--- config.mk ---
export PLATFORM = sky130hd
export DESIGN_NAME = ubs_channel
export DESIGN_NICKNAME = d
export VERILOG_FILES = /design/src/ubs_channel.v /design/src/ubs_fifo.v
export VERILOG_INCLUDE_DIRS = /design/src
export SDC_FILE = /design/constraint.sdc
export NUM_CORES = 2
export LEC_CHECK = 0
export BUFFER_PORTS_ARGS = -buffer_cell sky130_fd_sc_hd__buf_2
export CAP_MARGIN = 20
export CELL_PAD_IN_SITES_DETAIL_PLACEMENT = 1
export CELL_PAD_IN_SITES_GLOBAL_PLACEMENT = 1
export CORE_MARGIN = 2
export CORE_UTILIZATION = 35
export CTS_CLUSTER_DIAMETER = 50
export CTS_CLUSTER_SIZE = 10
export DETAILED_ROUTE_END_ITERATION = 8
export GPL_TIMING_DRIVEN = 0
export PLACE_DENSITY = 0.56
export SLEW_MARGIN = 20
export SYNTH_ARGS = -nofsm -noshare
export SYNTH_HDL_FRONTEND = slang
export SYNTH_SLANG_ARGS = --single-unit
--- constraint.sdc ---
create_clock -name clk -period 11.85 [get_ports clk]
set_input_delay 2.37 -clock clk [delete_from_list [all_inputs] [get_ports clk]]
set_output_delay 2.37 -clock clk [all_outputs]
set_load 0.02 [all_outputs]
--- src/ubs_defs.vh ---
// Summary of operation
// - Divisor bytes sit at 0x00/0x01 while format bit 7 set and format differs from 0xBF.
// - Enhanced set (feature, resume, pause chars) is visible only while format equals 0xBF.
// - General set, holding FIFOs and enables, decodes only while format bit 7 is zero.
// - Threshold and trigger registers reachable only with enhanced bit and modem bit 2 set.
// - Enable bits 7..4 and other enhanced bits ignore writes unless enhanced bit set.
// - Receive pin bits are shifted in and characters with a high stop bit enter a 64-byte FIFO.
// - With FIFOs disabled only entry zero of each FIFO holds the character.
// - A 64-byte transmit FIFO feeds the serialiser; writes while full are discarded.
// - Six enabled sources drive the active-low interrupt; handshake lines fire on rising change.
// - Enable bit 7 gates clear-to-send change, bit 6 request-to-send change; reset zero.
// - Enable bit 5 gates the pause character interrupt; reset zero.
// - Enable bit 4 permits sleep; reset zero.
// - Enable bit 3 gates the modem status interrupt; reset zero.
// - Enable bit 2 gates the line status error interrupt; reset zero.
// - Enable bit 1 gates the transmit holding interrupt; reset zero.
// - Enable bit 0 gates the receive data interrupt; reset zero.
// - Re-setting enable bit 1 alone never raises a fresh transmit interrupt.
// - Feature register: auto clear, auto request, special detect, enhanced, four flow bits.
// - The I/O direction, state, enable and control registers are one shared copy.
`ifndef UBS_DEFS_VH
`define UBS_DEFS_VH
`define UBS_OFS_HOLD    4'h0
`define UBS_OFS_IER     4'h1
`define UBS_OFS_FIFO    4'h2
`define UBS_OFS_LCR     4'h3
`define UBS_OFS_MCR     4'h4
`define UBS_OFS_LSR     4'h5
`define UBS_OFS_MSR     4'h6
`define UBS_OFS_SPR     4'h7
`define UBS_OFS_TXLVL   4'h8
`define UBS_OFS_RXLVL   4'h9
`define UBS_OFS_IODIR   4'hA
`define UBS_OFS_IOSTATE 4'hB
`define UBS_OFS_IOINTEN 4'hC
`define UBS_OFS_IOCTL   4'hE
`define UBS_OFS_DLL     4'h0
`define UBS_OFS_DLH     4'h1
`define UBS_OFS_EFR     4'h2
`define UBS_OFS_RESUME_CHAR_FIRST    4'h4
`define UBS_OFS_RESUME_CHAR_SECOND    4'h5
`define UBS_OFS_PAUSE_CHAR_FIRST   4'h6
`define UBS_OFS_PAUSE_CHAR_SECOND   4'h7
`define UBS_OFS_TCR     4'h6
`define UBS_OFS_TLR     4'h7
`define UBS_LCR_ENH_KEY 8'hBF
`define UBS_LCR_DLAB    7
`define UBS_EFR_ENH     4
`define UBS_MCR_RTS     1
`define UBS_MCR_TCR     2
`define UBS_FCR_EN      0
`define UBS_FCR_RXRST   1
`define UBS_FCR_TXRST   2
`define UBS_IER_RHR     0
`define UBS_IER_THR     1
`define UBS_IER_RLS     2
`define UBS_IER_MS      3
`define UBS_IER_SLEEP   4
`define UBS_IER_XOFF    5
`define UBS_IER_RTS     6
`define UBS_IER_CTS     7
`define UBS_ENH_MASK    8'hF0
`define UBS_MCR_ENH     8'hE4
`define UBS_FCR_ENH     8'h30
`define UBS_RST_REG     8'h00
`define UBS_RST_DIV     16'h0001
`define UBS_IIR_NONE    6'h01
`define UBS_IIR_RLS     6'h06
`define UBS_IIR_RHR     6'h04
`define UBS_IIR_THR     6'h02
`define UBS_IIR_MS      6'h00
`define UBS_IIR_XOFF    6'h10
`define UBS_IIR_HS      6'h20
`define UBS_FIFO_AW     6
`define UBS_OS_LAST     4'hF
`define UBS_OS_MID      4'h7
`endif

--- src/ubs_channel.v ---
`timescale 1ns/10ps
`include "ubs_defs.vh"
module ubs_channel (
  // Clock and reset
  input  wire       clk,
  input  wire       reset,
  input  wire       ce,
  // Register port
  input  wire [3:0] reg_addr,
  input  wire       reg_wr,
  input  wire       reg_rd,
  input  wire [7:0] reg_wdata,
  output wire [7:0] reg_rdata,
  // Serial link
  input  wire       crystal_clock_in,
  input  wire       rx_pin,
  output wire       tx_pin,
  input  wire       cts_n_pin,
  output wire       rts_n_pin,
  output wire       irq_n,
  output wire       sleep_active,
  // General purpose pins
  input  wire [7:0] io_pin_in,
  output wire [7:0] io_pin_out,
  output wire [7:0] io_pin_oe_n
);
  localparam RX_IDLE = 2'b00;
  localparam RX_START = 2'b01;
  localparam RX_DATA = 2'b10;
  localparam RX_STOP = 2'b11;

  wire [10:0] pin_s;
  reg         xtal_prev_q;
  reg         cts_prev_q;
  reg  [7:0]  lcr_q;
  reg  [7:0]  mcr_q;
  reg  [7:0]  ier_q;
  reg  [7:0]  fcr_q;
  reg  [7:0]  efr_q;
  reg  [7:0]  spr_q;
  reg  [7:0]  tcr_q;
  reg  [7:0]  tlr_q;
  reg  [15:0] div_q;
  reg  [7:0]  resume_char_first_q;
  reg  [7:0]  resume_char_second_q;
  reg  [7:0]  pause_char_first_q;
  reg  [7:0]  pause_char_second_q;
  reg  [7:0]  iodir_q;
  reg  [7:0]  ioout_q;
  reg  [7:0]  iointen_q;
  reg  [7:0]  ioctl_q;
  reg  [15:0] baud_cnt_q;
  reg  [1:0]  rx_st_q;
  reg  [3:0]  rx_os_q;
  reg  [2:0]  rx_bit_q;
  reg  [7:0]  rsh_q;
  reg         tx_run_q;
  reg  [3:0]  tx_os_q;
  reg  [3:0]  tx_bit_q;
  reg  [9:0]  tsh_q;
  reg         tx_empty_prev_q;
  reg         thr_flag_q;
  reg  [1:0]  lsr_err_q;
  reg         dcts_q;
  reg         xoff_flag_q;
  reg         cts_rise_q;
  reg         rts_rise_q;
  reg  [7:0]  rdata_q;
  reg  [7:0]  rd_d;
  reg         irq_n_q;
  reg         sleep_q;
  reg  [5:0]  iir_d;

  wire [10:0] pin_raw = {io_pin_in, cts_n_pin, rx_pin, crystal_clock_in};
  wire [7:0]  io_s = pin_s[10:3];
  wire        cts_s = pin_s[2];
  wire        rx_s = pin_s[1];
  wire        xtal_s = pin_s[0];
  wire        is_enh = (lcr_q == `UBS_LCR_ENH_KEY);
  wire        is_spec = lcr_q[`UBS_LCR_DLAB] & ~is_enh;
  wire        is_gen = ~lcr_q[`UBS_LCR_DLAB];
  wire        enh_on = efr_q[`UBS_EFR_ENH];
  wire        tcr_on = enh_on & mcr_q[`UBS_MCR_TCR];
  wire        one_entry = ~fcr_q[`UBS_FCR_EN];
  wire        wr_gen = reg_wr & is_gen;
  wire        rd_gen = reg_rd & is_gen;
  wire        thr_wr = wr_gen & (reg_addr == `UBS_OFS_HOLD);
  wire        rhr_rd = rd_gen & (reg_addr == `UBS_OFS_HOLD);
  wire        fcr_wr = wr_gen & (reg_addr == `UBS_OFS_FIFO);
  wire        iir_rd = rd_gen & (reg_addr == `UBS_OFS_FIFO);
  wire        lsr_rd = rd_gen & (reg_addr == `UBS_OFS_LSR);
  wire        msr_rd = rd_gen & (reg_addr == `UBS_OFS_MSR) & ~tcr_on;
  wire        rx_clr = fcr_wr & reg_wdata[`UBS_FCR_RXRST];
  wire        tx_clr = fcr_wr & reg_wdata[`UBS_FCR_TXRST];
  wire        xtal_edge = xtal_s & ~xtal_prev_q;
  wire [15:0] baud_next = baud_cnt_q + 16'h0001;
  wire        tick = xtal_edge & (div_q != 16'h0000) & (baud_next >= div_q);
  wire        rx_done = tick & (rx_st_q == RX_STOP) & (rx_os_q == `UBS_OS_LAST);
  wire        rx_push = rx_done & rx_s;
  wire [7:0]  rx_dout;
  wire [6:0]  rx_level;
  wire        rx_empty;
  wire        rx_full;
  wire [7:0]  tx_dout;
  wire [6:0]  tx_level;
  wire        tx_empty;
  wire        tx_full;
  wire        tx_pop = ~tx_run_q & ~tx_empty;
  wire        rts_fall = wr_gen & (reg_addr == `UBS_OFS_MCR) & mcr_q[`UBS_MCR_RTS]
                         & ~reg_wdata[`UBS_MCR_RTS];
  wire [7:0]  lsr_val = {1'b0, tx_empty & ~tx_run_q, tx_empty, 1'b0,
                         lsr_err_q[1], 1'b0, lsr_err_q[0], ~rx_empty};
  wire        int_rls = (|lsr_err_q) & ier_q[`UBS_IER_RLS];
  wire        int_rhr = ~rx_empty & ier_q[`UBS_IER_RHR];
  wire        int_thr = thr_flag_q & ier_q[`UBS_IER_THR];
  wire        int_ms = dcts_q & ier_q[`UBS_IER_MS];
  wire        int_xoff = xoff_flag_q & ier_q[`UBS_IER_XOFF];
  wire        int_hs = (cts_rise_q & ier_q[`UBS_IER_CTS]) | (rts_rise_q & ier_q[`UBS_IER_RTS]);
  wire        any_int = int_rls | int_rhr | int_thr | int_ms | int_xoff | int_hs;

  assign reg_rdata = rdata_q;
  assign tx_pin = tsh_q[0];
  assign rts_n_pin = ~mcr_q[`UBS_MCR_RTS];
  assign irq_n = irq_n_q;
  assign sleep_active = sleep_q;
  assign io_pin_out = ioout_q;
  assign io_pin_oe_n = ~iodir_q;

  ubs_fifo u_rx_fifo (
    .clk       (clk),
    .reset     (reset),
    .ce        (ce),
    .clear     (rx_clr),
    .one_entry (one_entry),
    .push      (rx_push),
    .pop       (rhr_rd),
    .din       (rsh_q),
    .dout      (rx_dout),
    .level     (rx_level),
    .empty     (rx_empty),
    .full      (rx_full)
  );

  ubs_fifo u_tx_fifo (
    .clk       (clk),
    .reset     (reset),
    .ce        (ce),
    .clear     (tx_clr),
    .one_entry (one_entry),
    .push      (thr_wr),
    .pop       (tx_pop),
    .din       (reg_wdata),
    .dout      (tx_dout),
    .level     (tx_level),
    .empty     (tx_empty),
    .full      (tx_full)
  );

  // Pins cross into the clock domain through two stages each.
  genvar gi;
  generate
    for (gi = 0; gi < 11; gi = gi + 1) begin : g_sync
      reg s1_q;
      reg s2_q;
      assign pin_s[gi] = s2_q;
      always @(posedge clk or posedge reset) begin
        if (reset) begin
          s1_q <= 1'b1;
          s2_q <= 1'b1;
        end else if (ce) begin
          s1_q <= pin_raw[gi];
          s2_q <= s1_q;
        end
      end
    end
  endgenerate

  always @* begin
    if (int_rls) begin
      iir_d = `UBS_IIR_RLS;
    end else if (int_rhr) begin
      iir_d = `UBS_IIR_RHR;
    end else if (int_thr) begin
      iir_d = `UBS_IIR_THR;
    end else if (int_ms) begin
      iir_d = `UBS_IIR_MS;
    end else if (int_xoff) begin
      iir_d = `UBS_IIR_XOFF;
    end else if (int_hs) begin
      iir_d = `UBS_IIR_HS;
    end else begin
      iir_d = `UBS_IIR_NONE;
    end
  end

  always @* begin
    rd_d = 8'h00;
    if (reg_addr == `UBS_OFS_LCR) begin
      rd_d = lcr_q;
    end else if (reg_addr == `UBS_OFS_IODIR) begin
      rd_d = iodir_q;
    end else if (reg_addr == `UBS_OFS_IOSTATE) begin
      rd_d = io_s;
    end else if (reg_addr == `UBS_OFS_IOINTEN) begin
      rd_d = iointen_q;
    end else if (reg_addr == `UBS_OFS_IOCTL) begin
      rd_d = ioctl_q;
    end else if (is_spec) begin
      case (reg_addr)
        `UBS_OFS_DLL: rd_d = div_q[7:0];
        `UBS_OFS_DLH: rd_d = div_q[15:8];
        default: rd_d = 8'h00;
      endcase
    end else if (is_enh) begin
      case (reg_addr)
        `UBS_OFS_EFR: rd_d = efr_q;
        `UBS_OFS_RESUME_CHAR_FIRST: rd_d = resume_char_first_q;
        `UBS_OFS_RESUME_CHAR_SECOND: rd_d = resume_char_second_q;
        `UBS_OFS_PAUSE_CHAR_FIRST: rd_d = pause_char_first_q;
        `UBS_OFS_PAUSE_CHAR_SECOND: rd_d = pause_char_second_q;
        default: rd_d = 8'h00;
      endcase
    end else begin
      case (reg_addr)
        `UBS_OFS_HOLD: rd_d = rx_empty ? 8'h00 : rx_dout;
        `UBS_OFS_IER: rd_d = ier_q;
        `UBS_OFS_FIFO: rd_d = {fcr_q[`UBS_FCR_EN], fcr_q[`UBS_FCR_EN], iir_d};
        `UBS_OFS_MCR: rd_d = mcr_q;
        `UBS_OFS_LSR: rd_d = lsr_val;
        `UBS_OFS_MSR: rd_d = tcr_on ? tcr_q : {3'h0, ~cts_s, 3'h0, dcts_q};
        `UBS_OFS_SPR: rd_d = tcr_on ? tlr_q : spr_q;
        `UBS_OFS_TXLVL: rd_d = {1'b0, tx_level};
        `UBS_OFS_RXLVL: rd_d = {1'b0, rx_level};
        default: rd_d = 8'h00;
      endcase
    end
  end

  // Register writes and read data.
  always @(posedge clk or posedge reset) begin
    if (reset) begin
      lcr_q <= `UBS_RST_REG;
      mcr_q <= `UBS_RST_REG;
      ier_q <= `UBS_RST_REG;
      fcr_q <= `UBS_RST_REG;
      efr_q <= `UBS_RST_REG;
      spr_q <= `UBS_RST_REG;
      tcr_q <= `UBS_RST_REG;
      tlr_q <= `UBS_RST_REG;
      div_q <= `UBS_RST_DIV;
      resume_char_first_q <= `UBS_RST_REG;
      resume_char_second_q <= `UBS_RST_REG;
      pause_char_first_q <= `UBS_RST_REG;
      pause_char_second_q <= `UBS_RST_REG;
      iodir_q <= `UBS_RST_REG;
      ioout_q <= `UBS_RST_REG;
      iointen_q <= `UBS_RST_REG;
      ioctl_q <= `UBS_RST_REG;
      rdata_q <= 8'h00;
    end else if (ce) begin
      if (reg_rd) begin
        rdata_q <= rd_d;
      end
      if (reg_wr) begin
        case (reg_addr)
          `UBS_OFS_LCR: lcr_q <= reg_wdata;
          `UBS_OFS_IODIR: iodir_q <= reg_wdata;
          `UBS_OFS_IOSTATE: ioout_q <= reg_wdata;
          `UBS_OFS_IOINTEN: iointen_q <= reg_wdata;
          `UBS_OFS_IOCTL: ioctl_q <= reg_wdata & 8'h0F;
          default: ;
        endcase
        if (is_spec) begin
          case (reg_addr)
            `UBS_OFS_DLL: div_q[7:0] <= reg_wdata;
            `UBS_OFS_DLH: div_q[15:8] <= reg_wdata;
            default: ;
          endcase
        end else if (is_enh) begin
          case (reg_addr)
            `UBS_OFS_EFR: efr_q <= reg_wdata;
            `UBS_OFS_RESUME_CHAR_FIRST: resume_char_first_q <= reg_wdata;
            `UBS_OFS_RESUME_CHAR_SECOND: resume_char_second_q <= reg_wdata;
            `UBS_OFS_PAUSE_CHAR_FIRST: pause_char_first_q <= reg_wdata;
            `UBS_OFS_PAUSE_CHAR_SECOND: pause_char_second_q <= reg_wdata;
            default: ;
          endcase
        end else begin
          case (reg_addr)
            `UBS_OFS_IER: ier_q <= enh_on ? reg_wdata :
                                   ((ier_q & `UBS_ENH_MASK) | (reg_wdata & ~`UBS_ENH_MASK));
            `UBS_OFS_FIFO: fcr_q <= enh_on ? (reg_wdata & 8'hF1) :
                                    ((fcr_q & `UBS_FCR_ENH) | (reg_wdata & 8'hC1));
            `UBS_OFS_MCR: mcr_q <= enh_on ? reg_wdata :
                                   ((mcr_q & `UBS_MCR_ENH) | (reg_wdata & ~`UBS_MCR_ENH));
            `UBS_OFS_MSR: if (tcr_on) tcr_q <= reg_wdata;
            `UBS_OFS_SPR: if (tcr_on) tlr_q <= reg_wdata; else spr_q <= reg_wdata;
            default: ;
          endcase
        end
      end
    end
  end

  // Baud tick: sixteen ticks per bit, counted on crystal edges.
  always @(posedge clk or posedge reset) begin
    if (reset) begin
      xtal_prev_q <= 1'b1;
      baud_cnt_q <= 16'h0000;
    end else if (ce) begin
      xtal_prev_q <= xtal_s;
      if (xtal_edge) begin
        baud_cnt_q <= (baud_next >= div_q) ? 16'h0000 : baud_next;
      end
    end
  end

  always @(posedge clk or posedge reset) begin
    if (reset) begin
      rx_st_q <= RX_IDLE;
      rx_os_q <= 4'h0;
      rx_bit_q <= 3'h0;
      rsh_q <= 8'h00;
    end else if (ce && tick) begin
      rx_os_q <= rx_os_q + 4'h1;
      case (rx_st_q)
        RX_IDLE: begin
          rx_os_q <= 4'h0;
          if (!rx_s) begin
            rx_st_q <= RX_START;
          end
        end
        RX_START: begin
          if (rx_os_q == `UBS_OS_MID) begin
            rx_os_q <= 4'h0;
            rx_bit_q <= 3'h0;
            rx_st_q <= rx_s ? RX_IDLE : RX_DATA;
          end
        end
        RX_DATA: begin
          if (rx_os_q == `UBS_OS_LAST) begin
            rsh_q <= {rx_s, rsh_q[7:1]};
            rx_bit_q <= rx_bit_q + 3'h1;
            if (rx_bit_q == 3'h7) begin
              rx_st_q <= RX_STOP;
            end
          end
        end
        RX_STOP: begin
          if (rx_os_q == `UBS_OS_LAST) begin
            rx_st_q <= RX_IDLE;
          end
        end
        default: rx_st_q <= RX_IDLE;
      endcase
    end
  end

  always @(posedge clk or posedge reset) begin
    if (reset) begin
      tx_run_q <= 1'b0;
      tx_os_q <= 4'h0;
      tx_bit_q <= 4'h0;
      tsh_q <= 10'h3FF;
    end else if (ce) begin
      if (tx_pop) begin
        tsh_q <= {1'b1, tx_dout, 1'b0};
        tx_run_q <= 1'b1;
        tx_os_q <= 4'h0;
        tx_bit_q <= 4'h0;
      end else if (tx_run_q && tick) begin
        tx_os_q <= tx_os_q + 4'h1;
        if (tx_os_q == `UBS_OS_LAST) begin
          tsh_q <= {1'b1, tsh_q[9:1]};
          tx_bit_q <= tx_bit_q + 4'h1;
          if (tx_bit_q == 4'h9) begin
            tx_run_q <= 1'b0;
          end
        end
      end
    end
  end

  // Sticky sources; a new event wins over a clear in the same cycle.
  always @(posedge clk or posedge reset) begin
    if (reset) begin
      tx_empty_prev_q <= 1'b1;
      cts_prev_q <= 1'b1;
      thr_flag_q <= 1'b0;
      lsr_err_q <= 2'b00;
      dcts_q <= 1'b0;
      xoff_flag_q <= 1'b0;
      cts_rise_q <= 1'b0;
      rts_rise_q <= 1'b0;
      irq_n_q <= 1'b1;
      sleep_q <= 1'b0;
    end else if (ce) begin
      tx_empty_prev_q <= tx_empty;
      cts_prev_q <= cts_s;
      if (tx_empty && !tx_empty_prev_q) begin
        thr_flag_q <= 1'b1;
      end else if (thr_wr || iir_rd) begin
        thr_flag_q <= 1'b0;
      end
      lsr_err_q[0] <= (rx_done & rx_s & rx_full) | (lsr_err_q[0] & ~lsr_rd);
      lsr_err_q[1] <= (rx_done & ~rx_s) | (lsr_err_q[1] & ~lsr_rd);
      dcts_q <= (cts_s ^ cts_prev_q) | (dcts_q & ~msr_rd);
      xoff_flag_q <= (rx_push & (rsh_q == pause_char_first_q)) | (xoff_flag_q & ~iir_rd);
      cts_rise_q <= (cts_s & ~cts_prev_q) | (cts_rise_q & ~iir_rd);
      rts_rise_q <= rts_fall | (rts_rise_q & ~iir_rd);
      irq_n_q <= ~any_int;
      sleep_q <= ier_q[`UBS_IER_SLEEP] & ~any_int & rx_empty & tx_empty & ~tx_run_q
                 & (rx_st_q == RX_IDLE);
    end
  end

endmodule

--- src/ubs_fifo.v ---
`timescale 1ns/10ps
`include "ubs_defs.vh"
module ubs_fifo (
  // Clock and reset
  input  wire       clk,
  input  wire       reset,
  input  wire       ce,
  // Control
  input  wire       clear,
  input  wire       one_entry,
  // Data
  input  wire       push,
  input  wire       pop,
  input  wire [7:0] din,
  output wire [7:0] dout,
  output wire [6:0] level,
  output wire       empty,
  output wire       full
);
  reg [7:0] mem [0:63];
  reg [5:0] wp_q;
  reg [5:0] rp_q;
  reg [6:0] cnt_q;
  wire [5:0] wa = one_entry ? 6'h00 : wp_q;
  wire [5:0] ra = one_entry ? 6'h00 : rp_q;
  wire       do_push = push & ~full;
  wire       do_pop = pop & ~empty;

  assign dout = mem[ra];
  assign level = cnt_q;
  assign empty = (cnt_q == 7'h00);
  assign full = one_entry ? ~empty : cnt_q[6];

  always @(posedge clk) begin
    if (ce && do_push) begin
      mem[wa] <= din;
    end
  end

  always @(posedge clk or posedge reset) begin
    if (reset) begin
      wp_q <= 6'h00;
      rp_q <= 6'h00;
      cnt_q <= 7'h00;
    end else if (ce) begin
      if (clear) begin
        wp_q <= 6'h00;
        rp_q <= 6'h00;
        cnt_q <= 7'h00;
      end else begin
        if (do_push) begin
          wp_q <= wp_q + 6'h01;
        end
        if (do_pop) begin
          rp_q <= rp_q + 6'h01;
        end
        if (do_push && !do_pop) begin
          cnt_q <= cnt_q + 7'h01;
        end else if (do_pop && !do_push) begin
          cnt_q <= cnt_q - 7'h01;
        end
      end
    end
  end
endmodule

==> results.cfg <==
[run_status]
run_status = finished clean

[global_routing]
pin_count_of_the_biggest_net_entering_global_routing = 78
first_pass_grt_wire_length_um = 274000
initial_antenna_violation_count = 3
groute.usage.overall_pct = 24.4
grt_pass1_vias = 36368
gr-total-overflow = 0

[routing]
via_per_inst = 5.70
ant_nets = 0
drt-wirelength-per-cell_um = 30.8
initialDrtViolationCount = 3169
detailroute.via_count = 35794
drt-pass1-iter-count = 6
drcViolationCount = 0
routed_wirelength_um = 193000

[cts]
tritoncts = done
cts_buffer_depth = 3
cts_inserted_buffers = 168
cell_chosen_for_the_clock_root = sky130_fd_sc_hd__clkbuf_16
cts.htree.levels = 4
cts.reportedPaths.clkPinSlew_ns = 0.06
postCtsHoldBufs = 0
cts_num_sinks = 1288
cts-resized-gates = 0
post-cts-setup-buffer-count = 0
clk_latency_ns = 0.81

[yosys]
syn_area_per_cell_um2 = 13.9
synth-seq-cells = 1288
ys_seq_area_share_pct = 69.4
synth_enable_flop_cells = 1024
syn-cell-area_um2 = 53900
yosys_warnings = 0
postSynthNetCount = 3941
asyncSetResetFlopFracSynth_pct = 20.5
synthesis.instances = 3871
top_ff_cell_synth = sky130_fd_sc_hd__edfxtp_1
yosysUniqueCellTypes = 75

[sta]
slew_violations = 0
timing.fmax_mhz = 157
timing.max_slew.rel_slack_pct = 19.7
postLayoutSetupSlackWorst_ns = 5.48
rsz0062_at_grt = false
max_slew.worst_pin.slew_ns = 1.20
timing.clock.skew_ns = 0.0409
timing.final.crit_share_pct = 53.7
timing.final.setup_violations = 0
hold_slack_ns = 0.490
post-route-min-period_ns = 6.37
final-hold-violation-count = 0

[setup_path]
slowest_library_cell_on_the_worst_path = sky130_fd_sc_hd__nor2_1
start_kind = register
crit_path_end_kind = register
setup.worst_path.class = register to register
path_cells = buf_2 -> clkbuf_1 -> clkbuf_1 -> buf_2 -> buf_2 -> clkbuf_1 -> clkbuf_1 -> nand3_1 -> nor2_1
cp_top_family = buffers and inverters
timing.critical_path.arrival_ns = 6.79
cp_slowest_stage_delay_ns = 0.95
critPathMostFrequentCell = sky130_fd_sc_hd__clkbuf_1
cp_data_required_time_ns = 12.27
crit_fanout = 10
critical_path_buf_inv_count = 7

[floorplan]
floorplan.core_area_um2 = 154000
row_count = 144
die_extent_in_x_um = 396
die_y_um = 396
floorplan.initialDensity_pct = 35.1
io_pins = 56
die_ar_um2 = 157000

[placed_design]
place.detailed.hpwl_um = 132000
numPortBuffers = 54
detailedPlace.worstSlack_ns = 4.99
globalplace.congestion = 0.968

[layout]
final_nets = 4186
layout_commonest_cell = sky130_fd_sc_hd__edfxtp_1
most_used_cells_in_the_layout_excluding_fill_and_tap_cells = 1024 x sky130_fd_sc_hd__edfxtp_1, 347 x sky130_fd_sc_hd__nand2_1, 291 x sky130_fd_sc_hd__a21oi_1
drive_above_1_share_pct = 15.4
layout-area-overhead-vs-synth_pct = 16.4
antenna_diode_count = 0

[power]
power.ir.vdd_worst_mv = 0.128
areal_power_density_over_the_cells_nw_per_um2 = 180
p_leak_nw = 22.9

[run]
maxCapViolCount = 0

[hold_path]
min-delay-path-class = register to register
-- logic make-up (layout without fill, tap and decap cells) --
group | after synthesis | after routing | synth area share, %
AOI/OAI and AO/OA | 909 | 909 | 10.8
buffers and inverters | 278 | 638 | 2.01
muxes | 357 | 357 | 7.94
xor gates and xnor gates | 43 | 43 | 0.699
DFF | 1288 | 1288 | 69.4
adders and majority gates | 42 | 42 | 1.00
and+or+nand+nor | 954 | 954 | 8.20
-- power breakdown --
group          leakage [nW]  switching [W]  internal, W
combinational          6.34       0.000875     0.000353
sequential             13.9      0.0000981      0.00496
clock                  2.59        0.00202      0.00295
-- metrics by stage --
step	total power, W	setup TNS, ns	utilization (%)	instance area [µm²]	std cells
after floorplan	0.00580	0	-	53900	3871
after global placement	0.00635	-438.67	37.0	56700	5969
after detailed placement	0.00638	0	37.3	57300	5990
after CTS	0.0113	0	40.9	62700	6275
after global routing	0.0116	0	40.9	62700	6275
final	0.0113	0	40.9	62700	6275
-- synthesized netlist by cell type (5+ instances only) --
cell / instances / area [µm²]
sky130_fd_sc_hd__a22o_1: 27 / 236
sky130_fd_sc_hd__a221oi_1: 32 / 280
sky130_fd_sc_hd__o22ai_1: 100 / 626
sky130_fd_sc_hd__buf_2: 29 / 145
sky130_fd_sc_hd__mux2_2: 195 / 2200
sky130_fd_sc_hd__or3_1: 8 / 50.1
sky130_fd_sc_hd__and2_1: 14 / 87.6
sky130_fd_sc_hd__or4_1: 17 / 128
sky130_fd_sc_hd__inv_1: 51 / 191
sky130_fd_sc_hd__o21ai_0: 182 / 911
sky130_fd_sc_hd__dfrtp_1: 228 / 5710
sky130_fd_sc_hd__nand2b_1: 11 / 68.8
sky130_fd_sc_hd__clkbuf_1: 159 / 597
sky130_fd_sc_hd__buf_1: 35 / 131
sky130_fd_sc_hd__nor2b_1: 67 / 419
sky130_fd_sc_hd__o31ai_1: 5 / 37.5
sky130_fd_sc_hd__mux4_2: 37 / 833
sky130_fd_sc_hd__a211o_1: 10 / 87.6
sky130_fd_sc_hd__nand2_1: 347 / 1300
sky130_fd_sc_hd__or2_2: 8 / 50.1
sky130_fd_sc_hd__a222oi_1: 10 / 100
sky130_fd_sc_hd__ha_1: 40 / 500
sky130_fd_sc_hd__a21o_1: 15 / 113
sky130_fd_sc_hd__nor4_1: 51 / 319
sky130_fd_sc_hd__mux2i_1: 125 / 1250
sky130_fd_sc_hd__nand3_1: 75 / 375
sky130_fd_sc_hd__a211oi_1: 10 / 75.1
sky130_fd_sc_hd__o221ai_1: 91 / 797
sky130_fd_sc_hd__xor2_1: 21 / 184
sky130_fd_sc_hd__a2111oi_0: 5 / 43.8
sky130_fd_sc_hd__a31oi_1: 23 / 144
sky130_fd_sc_hd__xnor2_1: 22 / 193
sky130_fd_sc_hd__and3_1: 29 / 181
sky130_fd_sc_hd__o21a_1: 6 / 45.0
sky130_fd_sc_hd__a22oi_1: 26 / 195
sky130_fd_sc_hd__nor2_1: 262 / 983
sky130_fd_sc_hd__dfstp_2: 36 / 946
sky130_fd_sc_hd__edfxtp_1: 1024 / 30700
sky130_fd_sc_hd__a21oi_1: 291 / 1460
sky130_fd_sc_hd__a221o_1: 6 / 60.1
sky130_fd_sc_hd__nand4_1: 19 / 119
sky130_fd_sc_hd__o211ai_1: 26 / 195
sky130_fd_sc_hd__nor3_1: 27 / 135
-- sequential cells by signal, summed over array words and instances, names as in the netlist, 9 cells and up, named ones only --
register and cells:
u_rx_fifo.mem 512, g_sync.s2_q 10, g_sync.s1_q 11, baud_cnt_q 16
tsh_q 9, u_tx_fifo.mem 512, div_q 16
-- layout make-up --
class | count | area (µm²)
fillers | 15760 | 90800
flip-flops and latches | 1288 | 37400
plain buffers | 224 | 891
clock inverters | 60 | 877
repair buffers | 75 | 767
inverters | 54 | 210
well taps | 2044 | 2560
multi-input cells | 2305 | 15500
clock buffers | 225 | 4520
-- metal layers --
metal	routed length [µm]	vias to the layer above	track usage (%)	share of wire (%)
met5	12	-	0	0.0062
met4	7020	2	8.61	3.6
met3	11600	315	4.10	6.0
met2	89200	1232	38.5	46
met1	85200	18793	33.9	44
li1	-	15452	-	-
-- worst paths after layout --
kind	cells past startpoint	slack [ns]	startpoint	to
max in group asynchronous	4	8.98	reset	rsh_q[7]$_DFFE_PP0P_
min reg2reg	1	0.49	tx_os_q[3]$_DFFE_PP0P_	tx_os_q[3]$_DFFE_PP0P_
min in group asynchronous	2	1.59	reset	io_pin_out[2]$_DFFE_PP0P_
max reg2reg	9	5.48	fcr_q[0]$_DFFE_PP0P_	u_rx_fifo.mem[7][3]$_DFFE_PP_
max	9	5.48	fcr_q[0]$_DFFE_PP0P_	u_rx_fifo.mem[7][3]$_DFFE_PP_
min	1	0.49	tx_os_q[3]$_DFFE_PP0P_	tx_os_q[3]$_DFFE_PP0P_
No activity file was read; power rests on OpenSTA's default activity.
